$ cat src/rtl/wrv_pkg.sv
// package for the reset supervisor, voltage detector and watchdog
// Notes on behaviour
// - supply flags update only while detect enable bit 0 is set
// - high supply flag bit 2 follows supply above upper threshold
// - low supply flag bit 1 follows supply below lower threshold
// - enabled detection with low flag raises interrupt request five
// - request five latches until software clear or reset
// - detect register bits 7..3 read ones, 2..1 read only, 0 writable
// - one-shot reset timer on rc clock holds reset until expiry
// - reset timer starts on power-up, watchdog timeout, stop recovery if delay
// - watchdog is retriggerable one-shot that resets cpu at terminal count
// - first refresh enables watchdog, later refreshes restart count
// - watchdog counts on internal rc clock tick
// - refresh instruction updates zero, sign and overflow flags
// - mode register writable only 60 cycles after first instruction
// - mode register is write only, reads return zero
// - mode bit 3 keeps watchdog counting during stop
// - mode bit 2 keeps watchdog counting during halt
// - timeout select bits 6..4 and 1..0 choose 5 ms to 5120 ms
// - upper select zero or two or more ones uses low bits only
// - timeout in stop resets, exits stop, keeps mode register
// - after watchdog reset the watchdog stays disabled until refresh
// - timeout outside stop returns mode register to defaults
// - power-on resets restore all defaults; watchdog resets keep the z, s, v flags and, on a stop timeout, the mode register; stop flag reads zero
package wrv_pkg;
   localparam logic [11:0] VDET_ADDR = 12'hD0C;
   localparam logic [11:0] WMODE_ADDR = 12'hF0F;
   localparam int VDET_EN_BIT = 0;
   localparam int VDET_LOW_BIT = 1;
   localparam int VDET_HIGH_BIT = 2;
   localparam logic [4:0] VDET_RSVD = 5'h1F;
   localparam logic [7:0] WMODE_RESET = 8'h0D;
   localparam int WM_STOP_BIT = 3;
   localparam int WM_HALT_BIT = 2;
   localparam logic [6:0] WINDOW_CYCLES = 7'h3C;
   // rc tick period in microseconds, timeouts counted in ticks of 1 ms
   localparam int RC_TICK_US = 1000;
   localparam int POR_TICKS = 16;
   localparam logic [12:0] TO_5MS = 13'h0005;
   localparam logic [12:0] TO_10MS = 13'h000A;
   localparam logic [12:0] TO_20MS = 13'h0014;
   localparam logic [12:0] TO_80MS = 13'h0050;
   localparam logic [12:0] TO_320MS = 13'h0140;
   localparam logic [12:0] TO_1280MS = 13'h0500;
   localparam logic [12:0] TO_5120MS = 13'h1400;
   typedef enum logic [1:0]
   {
      WD_IDLE = 2'b00,
      WD_RUN = 2'b01,
      WD_FIRE = 2'b10
   } wrv_wd_t;
endpackage

$ cat src/rtl/wrv_sync.sv
// two-flop synchroniser for one level
module wrv_sync
(
   input wire logic clk,
   input wire logic reset,
   input wire logic din,
   output logic dout
);
   logic meta_q;
   always_ff @(posedge clk)
   begin
      if (reset)
      begin
         meta_q <= 1'b0;
         dout <= 1'b0;
      end
      else
      begin
         meta_q <= din;
         dout <= meta_q;
      end
   end
endmodule

$ cat src/rtl/wrv_supervisor.sv
// reset supervisor: voltage detect, power-on timer and watchdog
module wrv_supervisor
(
   input wire logic clk,
   input wire logic reset,
   input wire logic rcTick,
   input wire logic supplyHigh,
   input wire logic supplyLow,
   input wire logic stopRecovery,
   input wire logic stopDelayBit,
   input wire logic stopMode,
   input wire logic haltMode,
   input wire logic firstInstr,
   input wire logic cpuCycle,
   input wire logic watchdogRefresh,
   input wire logic irq5Clear,
   input wire logic regWrite,
   input wire logic regRead,
   input wire logic [11:0] regAddr,
   input wire logic [7:0] regWdata,
   output logic [7:0] regRdata,
   output logic intRequestFive,
   output logic internalReset,
   output logic stopRecoveryFlag,
   output logic flagZero,
   output logic flagSign,
   output logic flagOverflow,
   output logic watchdogEnabled
);
   import wrv_pkg::*;

   logic highSync, lowSync, tickSync, tickSeen_q;
   logic [2:0] syncIn, syncOut;
   logic tickPulse;
   logic vdetEn_q, vHigh_q, vLow_q;
   logic [7:0] wmode_q;
   logic [6:0] winCnt_q;
   logic winOpen_q;
   logic [12:0] wdCnt_q, wdLimit;
   logic [4:0] porCnt_q;
   logic porBusy_q;
   logic wdTimeout;
   logic wdCountEn;
   wrv_wd_t wdState_q;

   // comparator outputs and the rc tick come from other timing domains
   assign syncIn = {rcTick, supplyLow, supplyHigh};
   for (genvar g = 0; g < 3; g++)
   begin : gSync
      wrv_sync u_wrv_sync (.clk(clk), .reset(reset), .din(syncIn[g]),
         .dout(syncOut[g]));
   end
   assign highSync = syncOut[0];
   assign lowSync = syncOut[1];
   assign tickSync = syncOut[2];

   always_ff @(posedge clk)
   begin
      if (reset)
         tickSeen_q <= 1'b0;
      else
         tickSeen_q <= tickSync;
   end
   assign tickPulse = tickSync & ~tickSeen_q;

   // voltage detect register
   always_ff @(posedge clk)
   begin
      if (reset || wdTimeout)
      begin
         vdetEn_q <= 1'b0;
         vHigh_q <= 1'b0;
         vLow_q <= 1'b0;
      end
      else
      begin
         if (regWrite && regAddr == VDET_ADDR)
            vdetEn_q <= regWdata[VDET_EN_BIT];
         if (vdetEn_q)
         begin
            vHigh_q <= highSync;
            vLow_q <= lowSync;
         end
      end
   end

   // request five sticky, new event wins over clear
   always_ff @(posedge clk)
   begin
      if (reset || wdTimeout)
         intRequestFive <= 1'b0;
      else if (vdetEn_q && vLow_q)
         intRequestFive <= 1'b1;
      else if (irq5Clear)
         intRequestFive <= 1'b0;
   end

   // register read data; mode register never reads back
   always_ff @(posedge clk)
   begin
      if (reset)
         regRdata <= 8'h00;
      else if (regRead && regAddr == VDET_ADDR)
         regRdata <= {VDET_RSVD, vHigh_q, vLow_q, vdetEn_q};
      else
         regRdata <= 8'h00;
   end

   // write window counter after first instruction
   always_ff @(posedge clk)
   begin
      if (reset || wdTimeout || stopRecovery)
      begin
         winCnt_q <= 7'h00;
         winOpen_q <= 1'b0;
      end
      else if (firstInstr && winCnt_q == 7'h00)
         winOpen_q <= 1'b1;
      else if (winOpen_q && cpuCycle)
      begin
         if (winCnt_q == WINDOW_CYCLES - 7'h01)
            winOpen_q <= 1'b0;
         winCnt_q <= winCnt_q + 7'h01;
      end
   end

   // mode register; stop timeout keeps it, other timeout restores it
   always_ff @(posedge clk)
   begin
      if (reset)
         wmode_q <= WMODE_RESET;
      else if (wdTimeout && !stopMode)
         wmode_q <= WMODE_RESET;
      else if (wdTimeout)
         wmode_q <= wmode_q;
      else if (regWrite && regAddr == WMODE_ADDR && winOpen_q)
         wmode_q <= regWdata;
   end

   // timeout tap select
   always_comb
   begin
      wdLimit = TO_5MS;
      case (wmode_q[6:4])
         3'b001: wdLimit = TO_320MS;
         3'b010: wdLimit = TO_1280MS;
         3'b100: wdLimit = TO_5120MS;
         default:
         begin
            case (wmode_q[1:0])
               2'b00: wdLimit = TO_5MS;
               2'b01: wdLimit = TO_10MS;
               2'b10: wdLimit = TO_20MS;
               default: wdLimit = TO_80MS;
            endcase
         end
      endcase
   end

   assign wdCountEn = tickPulse &&
      !(stopMode && !wmode_q[WM_STOP_BIT]) &&
      !(haltMode && !wmode_q[WM_HALT_BIT]);
   assign wdTimeout = (wdState_q == WD_FIRE);

   // watchdog state and counter
   always_ff @(posedge clk)
   begin
      if (reset)
      begin
         wdState_q <= WD_IDLE;
         wdCnt_q <= 13'h0000;
      end
      else
      begin
         case (wdState_q)
            WD_IDLE:
            begin
               if (watchdogRefresh && !internalReset)
               begin
                  wdState_q <= WD_RUN;
                  wdCnt_q <= 13'h0000;
               end
            end
            WD_RUN:
            begin
               if (watchdogRefresh)
                  wdCnt_q <= 13'h0000;
               else if (wdCountEn)
               begin
                  if (wdCnt_q >= wdLimit - 13'h0001)
                     wdState_q <= WD_FIRE;
                  else
                     wdCnt_q <= wdCnt_q + 13'h0001;
               end
            end
            WD_FIRE:
            begin
               wdState_q <= WD_IDLE;
               wdCnt_q <= 13'h0000;
            end
            default:
               wdState_q <= WD_IDLE;
         endcase
      end
   end

   always_ff @(posedge clk)
   begin
      if (reset)
         watchdogEnabled <= 1'b0;
      else
         watchdogEnabled <= (wdState_q == WD_RUN);
   end

   // power-on reset timer
   always_ff @(posedge clk)
   begin
      if (reset || wdTimeout || (stopRecovery && stopDelayBit))
      begin
         porBusy_q <= 1'b1;
         porCnt_q <= 5'h00;
      end
      else if (porBusy_q && tickPulse)
      begin
         if (porCnt_q == 5'(POR_TICKS - 1))
            porBusy_q <= 1'b0;
         else
            porCnt_q <= porCnt_q + 5'h01;
      end
   end

   always_ff @(posedge clk)
   begin
      if (reset)
         internalReset <= 1'b1;
      else
         internalReset <= porBusy_q;
   end

   always_ff @(posedge clk)
   begin
      if (reset || wdTimeout)
         stopRecoveryFlag <= 1'b0;
      else if (stopRecovery)
         stopRecoveryFlag <= 1'b1;
   end

   // refresh leaves z=1 s=0 v=0, the result of a zero compare
   always_ff @(posedge clk)
   begin
      if (reset)
      begin
         flagZero <= 1'b0;
         flagSign <= 1'b0;
         flagOverflow <= 1'b0;
      end
      else if (watchdogRefresh)
      begin
         flagZero <= 1'b1;
         flagSign <= 1'b0;
         flagOverflow <= 1'b0;
      end
   end

   property p_irq_sticky;
      @(posedge clk) disable iff (reset)
      (intRequestFive && !irq5Clear && !wdTimeout) |=> intRequestFive;
   endproperty
   a_irq_sticky: assert property (p_irq_sticky)
      else $error("request five dropped without clear");

   property p_irq_set;
      @(posedge clk) disable iff (reset)
      (vdetEn_q && vLow_q && !wdTimeout) |=> intRequestFive;
   endproperty
   a_irq_set: assert property (p_irq_set)
      else $error("low supply did not raise request five");

   property p_vdet_hold;
      @(posedge clk) disable iff (reset)
      (!vdetEn_q && !wdTimeout) |=> $stable(vLow_q) && $stable(vHigh_q);
   endproperty
   a_vdet_hold: assert property (p_vdet_hold)
      else $error("supply flags moved while detect disabled");

   property p_rsvd_ones;
      @(posedge clk) disable iff (reset)
      (regRead && regAddr == VDET_ADDR) |=> regRdata[7:3] == VDET_RSVD;
   endproperty
   a_rsvd_ones: assert property (p_rsvd_ones)
      else $error("reserved detect bits not ones");

   property p_wmode_noread;
      @(posedge clk) disable iff (reset)
      (regRead && regAddr == WMODE_ADDR) |=> regRdata == 8'h00;
   endproperty
   a_wmode_noread: assert property (p_wmode_noread)
      else $error("mode register read back");

   property p_locked;
      @(posedge clk) disable iff (reset)
      (!winOpen_q && !wdTimeout) |=> $stable(wmode_q);
   endproperty
   a_locked: assert property (p_locked)
      else $error("mode register changed while locked");

   property p_stop_keep;
      @(posedge clk) disable iff (reset)
      (wdTimeout && stopMode) |=> $stable(wmode_q);
   endproperty
   a_stop_keep: assert property (p_stop_keep)
      else $error("stop timeout changed mode register");

   property p_run_reset;
      @(posedge clk) disable iff (reset)
      (wdTimeout && !stopMode) |=> wmode_q == WMODE_RESET;
   endproperty
   a_run_reset: assert property (p_run_reset)
      else $error("timeout did not restore mode register");

   property p_disable_after;
      @(posedge clk) disable iff (reset)
      wdTimeout |=> wdState_q == WD_IDLE ##1 internalReset;
   endproperty
   a_disable_after: assert property (p_disable_after)
      else $error("watchdog not idle after timeout");

   property p_halt_freeze;
      @(posedge clk) disable iff (reset)
      (wdState_q == WD_RUN && haltMode && !wmode_q[WM_HALT_BIT]
         && !watchdogRefresh) |=> $stable(wdCnt_q);
   endproperty
   a_halt_freeze: assert property (p_halt_freeze)
      else $error("watchdog counted in halt while off");

   property p_stop_freeze;
      @(posedge clk) disable iff (reset)
      (wdState_q == WD_RUN && stopMode && !wmode_q[WM_STOP_BIT]
         && !watchdogRefresh) |=> $stable(wdCnt_q);
   endproperty
   a_stop_freeze: assert property (p_stop_freeze)
      else $error("watchdog counted in stop while off");

   property p_stop_delay;
      @(posedge clk) disable iff (reset)
      (stopRecovery && stopDelayBit) |=> porBusy_q ##1 internalReset;
   endproperty
   a_stop_delay: assert property (p_stop_delay)
      else $error("stop recovery did not start reset timer");

   property p_window_sat;
      @(posedge clk) disable iff (reset)
      (winCnt_q == WINDOW_CYCLES && !wdTimeout && !stopRecovery)
         |=> winCnt_q == WINDOW_CYCLES && !winOpen_q;
   endproperty
   a_window_sat: assert property (p_window_sat)
      else $error("write window reopened without reset");
endmodule

$ cat config.mk
export PLATFORM = sky130hd
export DESIGN_NAME = wrv_supervisor
export DESIGN_NICKNAME = d
export VERILOG_FILES = /design/src/rtl/wrv_pkg.sv /design/src/rtl/wrv_sync.sv /design/src/rtl/wrv_supervisor.sv
export SDC_FILE = /design/constraint.sdc
export NUM_CORES = 1
export LEC_CHECK = 0
export ABC_CLOCK_PERIOD_IN_PS = 3150
export BUFFER_PORTS_ARGS = -buffer_cell sky130_fd_sc_hd__buf_4
export CORE_ASPECT_RATIO = 1.2
export CORE_MARGIN = 1.5
export CORE_UTILIZATION = 45
export CTS_BUF_LIST = sky130_fd_sc_hd__clkbuf_8
export CTS_CLUSTER_DIAMETER = 150
export CTS_CLUSTER_SIZE = 16
export DETAILED_ROUTE_END_ITERATION = 6
export GPL_ROUTABILITY_DRIVEN = 0
export PLACE_DENSITY = 0.67
export SETUP_SLACK_MARGIN = 0.4
export SKIP_CTS_REPAIR_TIMING = 1
export SLEW_MARGIN = 20
export SYNTH_ARGS = -nofsm -noshare
export SYNTH_HDL_FRONTEND = slang
export SYNTH_SLANG_ARGS = --single-unit
$ cat constraint.sdc
create_clock -name clk -period 3.15 [get_ports clk]
set_clock_uncertainty 0.2 [all_clocks]
set_input_delay 0.4725 -clock clk [delete_from_list [all_inputs] [get_ports clk]]
set_output_delay 0.4725 -clock clk [all_outputs]
set_load 0.01 [all_outputs]
==> flow_summary_export.csv <==
group,metric,value,unit
timing,setup_viol_count_final,8,
synth,synth_fa_ha_area_frac,0.07838,
floorplanning,die_w,77.95,um
synth,synth-async-reset-ratio,0,
setup_path,slowest_stage,"or4_4",
timing,hold_violations,0,
synth,synth_seq_cells,55,
grt,grt_pass1_vias,2386,
detailed_routing,antenna_left,0,
pwr,ir_drop,222.8,uV
timing,setup_slack,-16.57,ps
setup_path,critPathLaunchType,"register",
clocking,cts-root-buf,"clkbuf_8",
final_layout,multi_input_area,1923,um^2
clocking,cts_tree,"yes",
synth,synth_edf_count,0,
grt,grt_use_met2,0.3500,
final_layout,layout_common_cells,"67 x buf_4, 53 x dfxtp_1, 34 x nor2_1",
placed_design,placedInstanceArea,3538,um^2
synth,synthXorXnorAreaFrac,0.03465,
detailed_routing,wl_per_cell,13.94,um
setup_path,critPathRequiredTime,3200,ps
synth,synth_top_family_by_area,"simple AND/OR/NAND/NOR gates",
floorplanning,row_count,32,
floorplanning,start_util,0.4676,
detailed_routing,routed_wl,6676,um
grt,antenna_found_initial,0,
worst_hold_path,hold_path_class,"primary input to register",
final_layout,synthToLayoutAreaGrowth,26.20,%
setup_path,end_kind,"register",
setup_path,r2r-start,"wmode_q[4]$_SDFFE_PP0P_",
clocking,clkTransAtPathRegs,110,ps
floorplanning,fp.coreArea,6486,um^2
placed_design,place_hpwl,5084,um
clocking,cts_buffer_depth,2,
final_layout,num_antenna_cells,0,
pwr,power_density,330.8,nW/um^2
timing,rsz0062_at_grt,"true",
synth,syn-cell-area,3033,um^2
setup_path,critPathKind,"register to register",
grt,grt-busiest-layer,"met2",
status,outcome,"finished with violations",
status,violations,"setup timing",
detailed_routing,via_per_inst,5.148,
floorplanning,ios,50,
flow_run,max_cap_violations,0,
timing,period_needed,3167,ps
clocking,cts_buffers,5,
floorplanning,die-area,7243,um^2
pwr,power,1.266,mW
setup_path,critPathTopFamily,"simple AND/OR/NAND/NOR gates",
final_layout,final_area,3827,um^2
setup_path,rr_endpoint,"wdCnt_q[12]$_SDFFE_PP0P_",
grt,use_met3,0.03251,
final_layout,mostFrequentLayoutCell,"buf_4",
final_layout,fill_cells,578,
clocking,insertion_delay,310,ps
final_layout,seqCellArea,1109,um^2
grt,grt.overflow.total,0,
synth,ys_warn_count,0,
worst_hold_path,holdPathEnd,"gSync[2].u_wrv_sync.meta_q$_SDFF_PP0_",
grt,grtUsageMet1,0.2216,
clocking,htreeDepth,2,
detailed_routing,drt_iter0_drc,48,
synth,synthMuxAreaShare,0.04290,
detailed_routing,drt-pass1-iter-count,4,
timing,period_share,1.005,
setup_path,r2r_cells,15,
worst_hold_path,worstHoldStart,"rcTick",
synth,synth-seq-area-share,0.3630,
setup_path,arrival,3220,ps
final_layout,final_cells,479,
detailed_routing,vias,2466,
synth,synth_area_per_cell,9.108,um^2
synth,ys_types,58,
grt,grt_pass1_wl,10860,um
synth,synth_compound_area_frac,0.1502,
clocking,clock-sinks,55,
setup_path,crit_buf_inv,1,
timing,setup_tns,-87.33,ps
worst_hold_path,whs_path_depth,2,
synth,synth_cells,333,
setup_path,crit_chain,"xnor2_2 -> o21ai_2 -> or3_4 -> ha_4 -> nand2_2 -> nand2_1 -> nor2_1 -> a21oi_1 -> ha_1 -> nand3_2 -> or4_4 -> nand4b_4 -> o31ai_4 -> buf_12 -> a31oi_4",
grt,grt.total_usage,0.1889,
placed_design,io_buffer_count,46,
synth,yosys.area_share.simple,0.2772,
placed_design,dp_cells,467,
setup_path,max_stage_delay,580,ps
grt,grt_max_degree,21,
pwr,power_leakage,1.643,nW
setup_path,r2r_slack,-20,ps
floorplanning,die_height,92.93,um
synth,synth_top_flop_cell,"dfxtp_1",
detailed_routing,drc,0,
final_layout,drive_above_1_share,0.3198,
timing,slew_violations,0,
timing,fmax,315.8,MHz
setup_path,cp_max_fo,6,
final_layout,final_nets,447,
placed_design,place_ws,-527.6,ps
## flip-flops by register name (all words and copies together) (netlist names), 2 cells and up
name / count
wdState_q: 2
gSync.u_wrv_sync.dout: 3
porCnt_q: 5
gSync.u_wrv_sync.meta_q: 3
winCnt_q: 7
wdCnt_q: 13
regRdata: 4
wmode_q: 7
## per-layer routing
metal	wire, um	vias up
li1	-	1287
met1	2987	1158
met2	3534	17
met3	88	4
met4	65	0
met5	0	-
## how the worst max path moves through the flow
stage,from,depth (start not counted),to
after floorplan,wmode_q[5]$_SDFFE_PP0P_,16,wdCnt_q[3]$_SDFFE_PP0P_
after global placement,wmode_q[5]$_SDFFE_PP0P_,12,wdCnt_q[12]$_SDFFE_PP0P_
after detailed placement,wmode_q[5]$_SDFFE_PP0P_,12,wdCnt_q[12]$_SDFFE_PP0P_
after CTS,wmode_q[5]$_SDFFE_PP0P_,12,wdCnt_q[12]$_SDFFE_PP0P_
after global routing,wmode_q[4]$_SDFFE_PP0P_,15,wdCnt_q[2]$_SDFFE_PP0P_
final,wmode_q[4]$_SDFFE_PP0P_,15,wdCnt_q[12]$_SDFFE_PP0P_
## area by class of cell
type,count,area share
multi-input cells,251,0.5025
clock buffers,5,0.01798
clock inverters,3,0.008173
repair buffers,69,0.1432
inverters,11,0.01079
well taps,85,0.02779
flip-flops and latches,55,0.2896
## logic make-up after synthesis
family | count (synthesis)
compound gates | 55
xor+xnor | 12
fa+ha+maj | 19
buf+inv | 29
flops | 55
mux | 13
other cells | 2
simple gates | 148
## cells in the mapped netlist, drive strengths merged (2+ instances only)
cell type	count	share of area
dfxtp	55	0.36
nor2	36	0.045
nand2	25	0.031
ha	19	0.078
a21oi	16	0.028
buf	13	0.031
mux2i	13	0.043
nand4	12	0.027
nor2b	12	0.027
inv	11	0.014
and2	9	0.019
nand2b	9	0.019
nand3	8	0.013
a41oi	7	0.035
and3	7	0.014
xor2	7	0.020
o21ai	6	0.0099
a31oi	5	0.017
clkbuf	5	0.0062
o21a	5	0.012
or2	5	0.010
xnor2	5	0.014
or2b	4	0.0099
or3	4	0.0082
a21o	3	0.0074
a22oi	3	0.011
nor3	3	0.0049
o31ai	3	0.0091
and3b	2	0.0058
and4	2	0.0058
conb	2	0.0025
nor4	2	0.0041
nor4b	2	0.013
## metrics by stage
stage	hold slack [ps]	utilization
floorplan	213.8	-
global placement	219.6	0.5455
detailed placement	222.0	0.5455
CTS	154.6	0.5610
global route	141.1	0.5901
finish	158.8	0.5901
## power by group
part           switching (mW)  internal, mW  total, mW
Sequential            0.00743         0.704      0.712
Clock                   0.262         0.170      0.432
Combinational          0.0584        0.0647      0.123
Power figures use the tool's default switching activity.
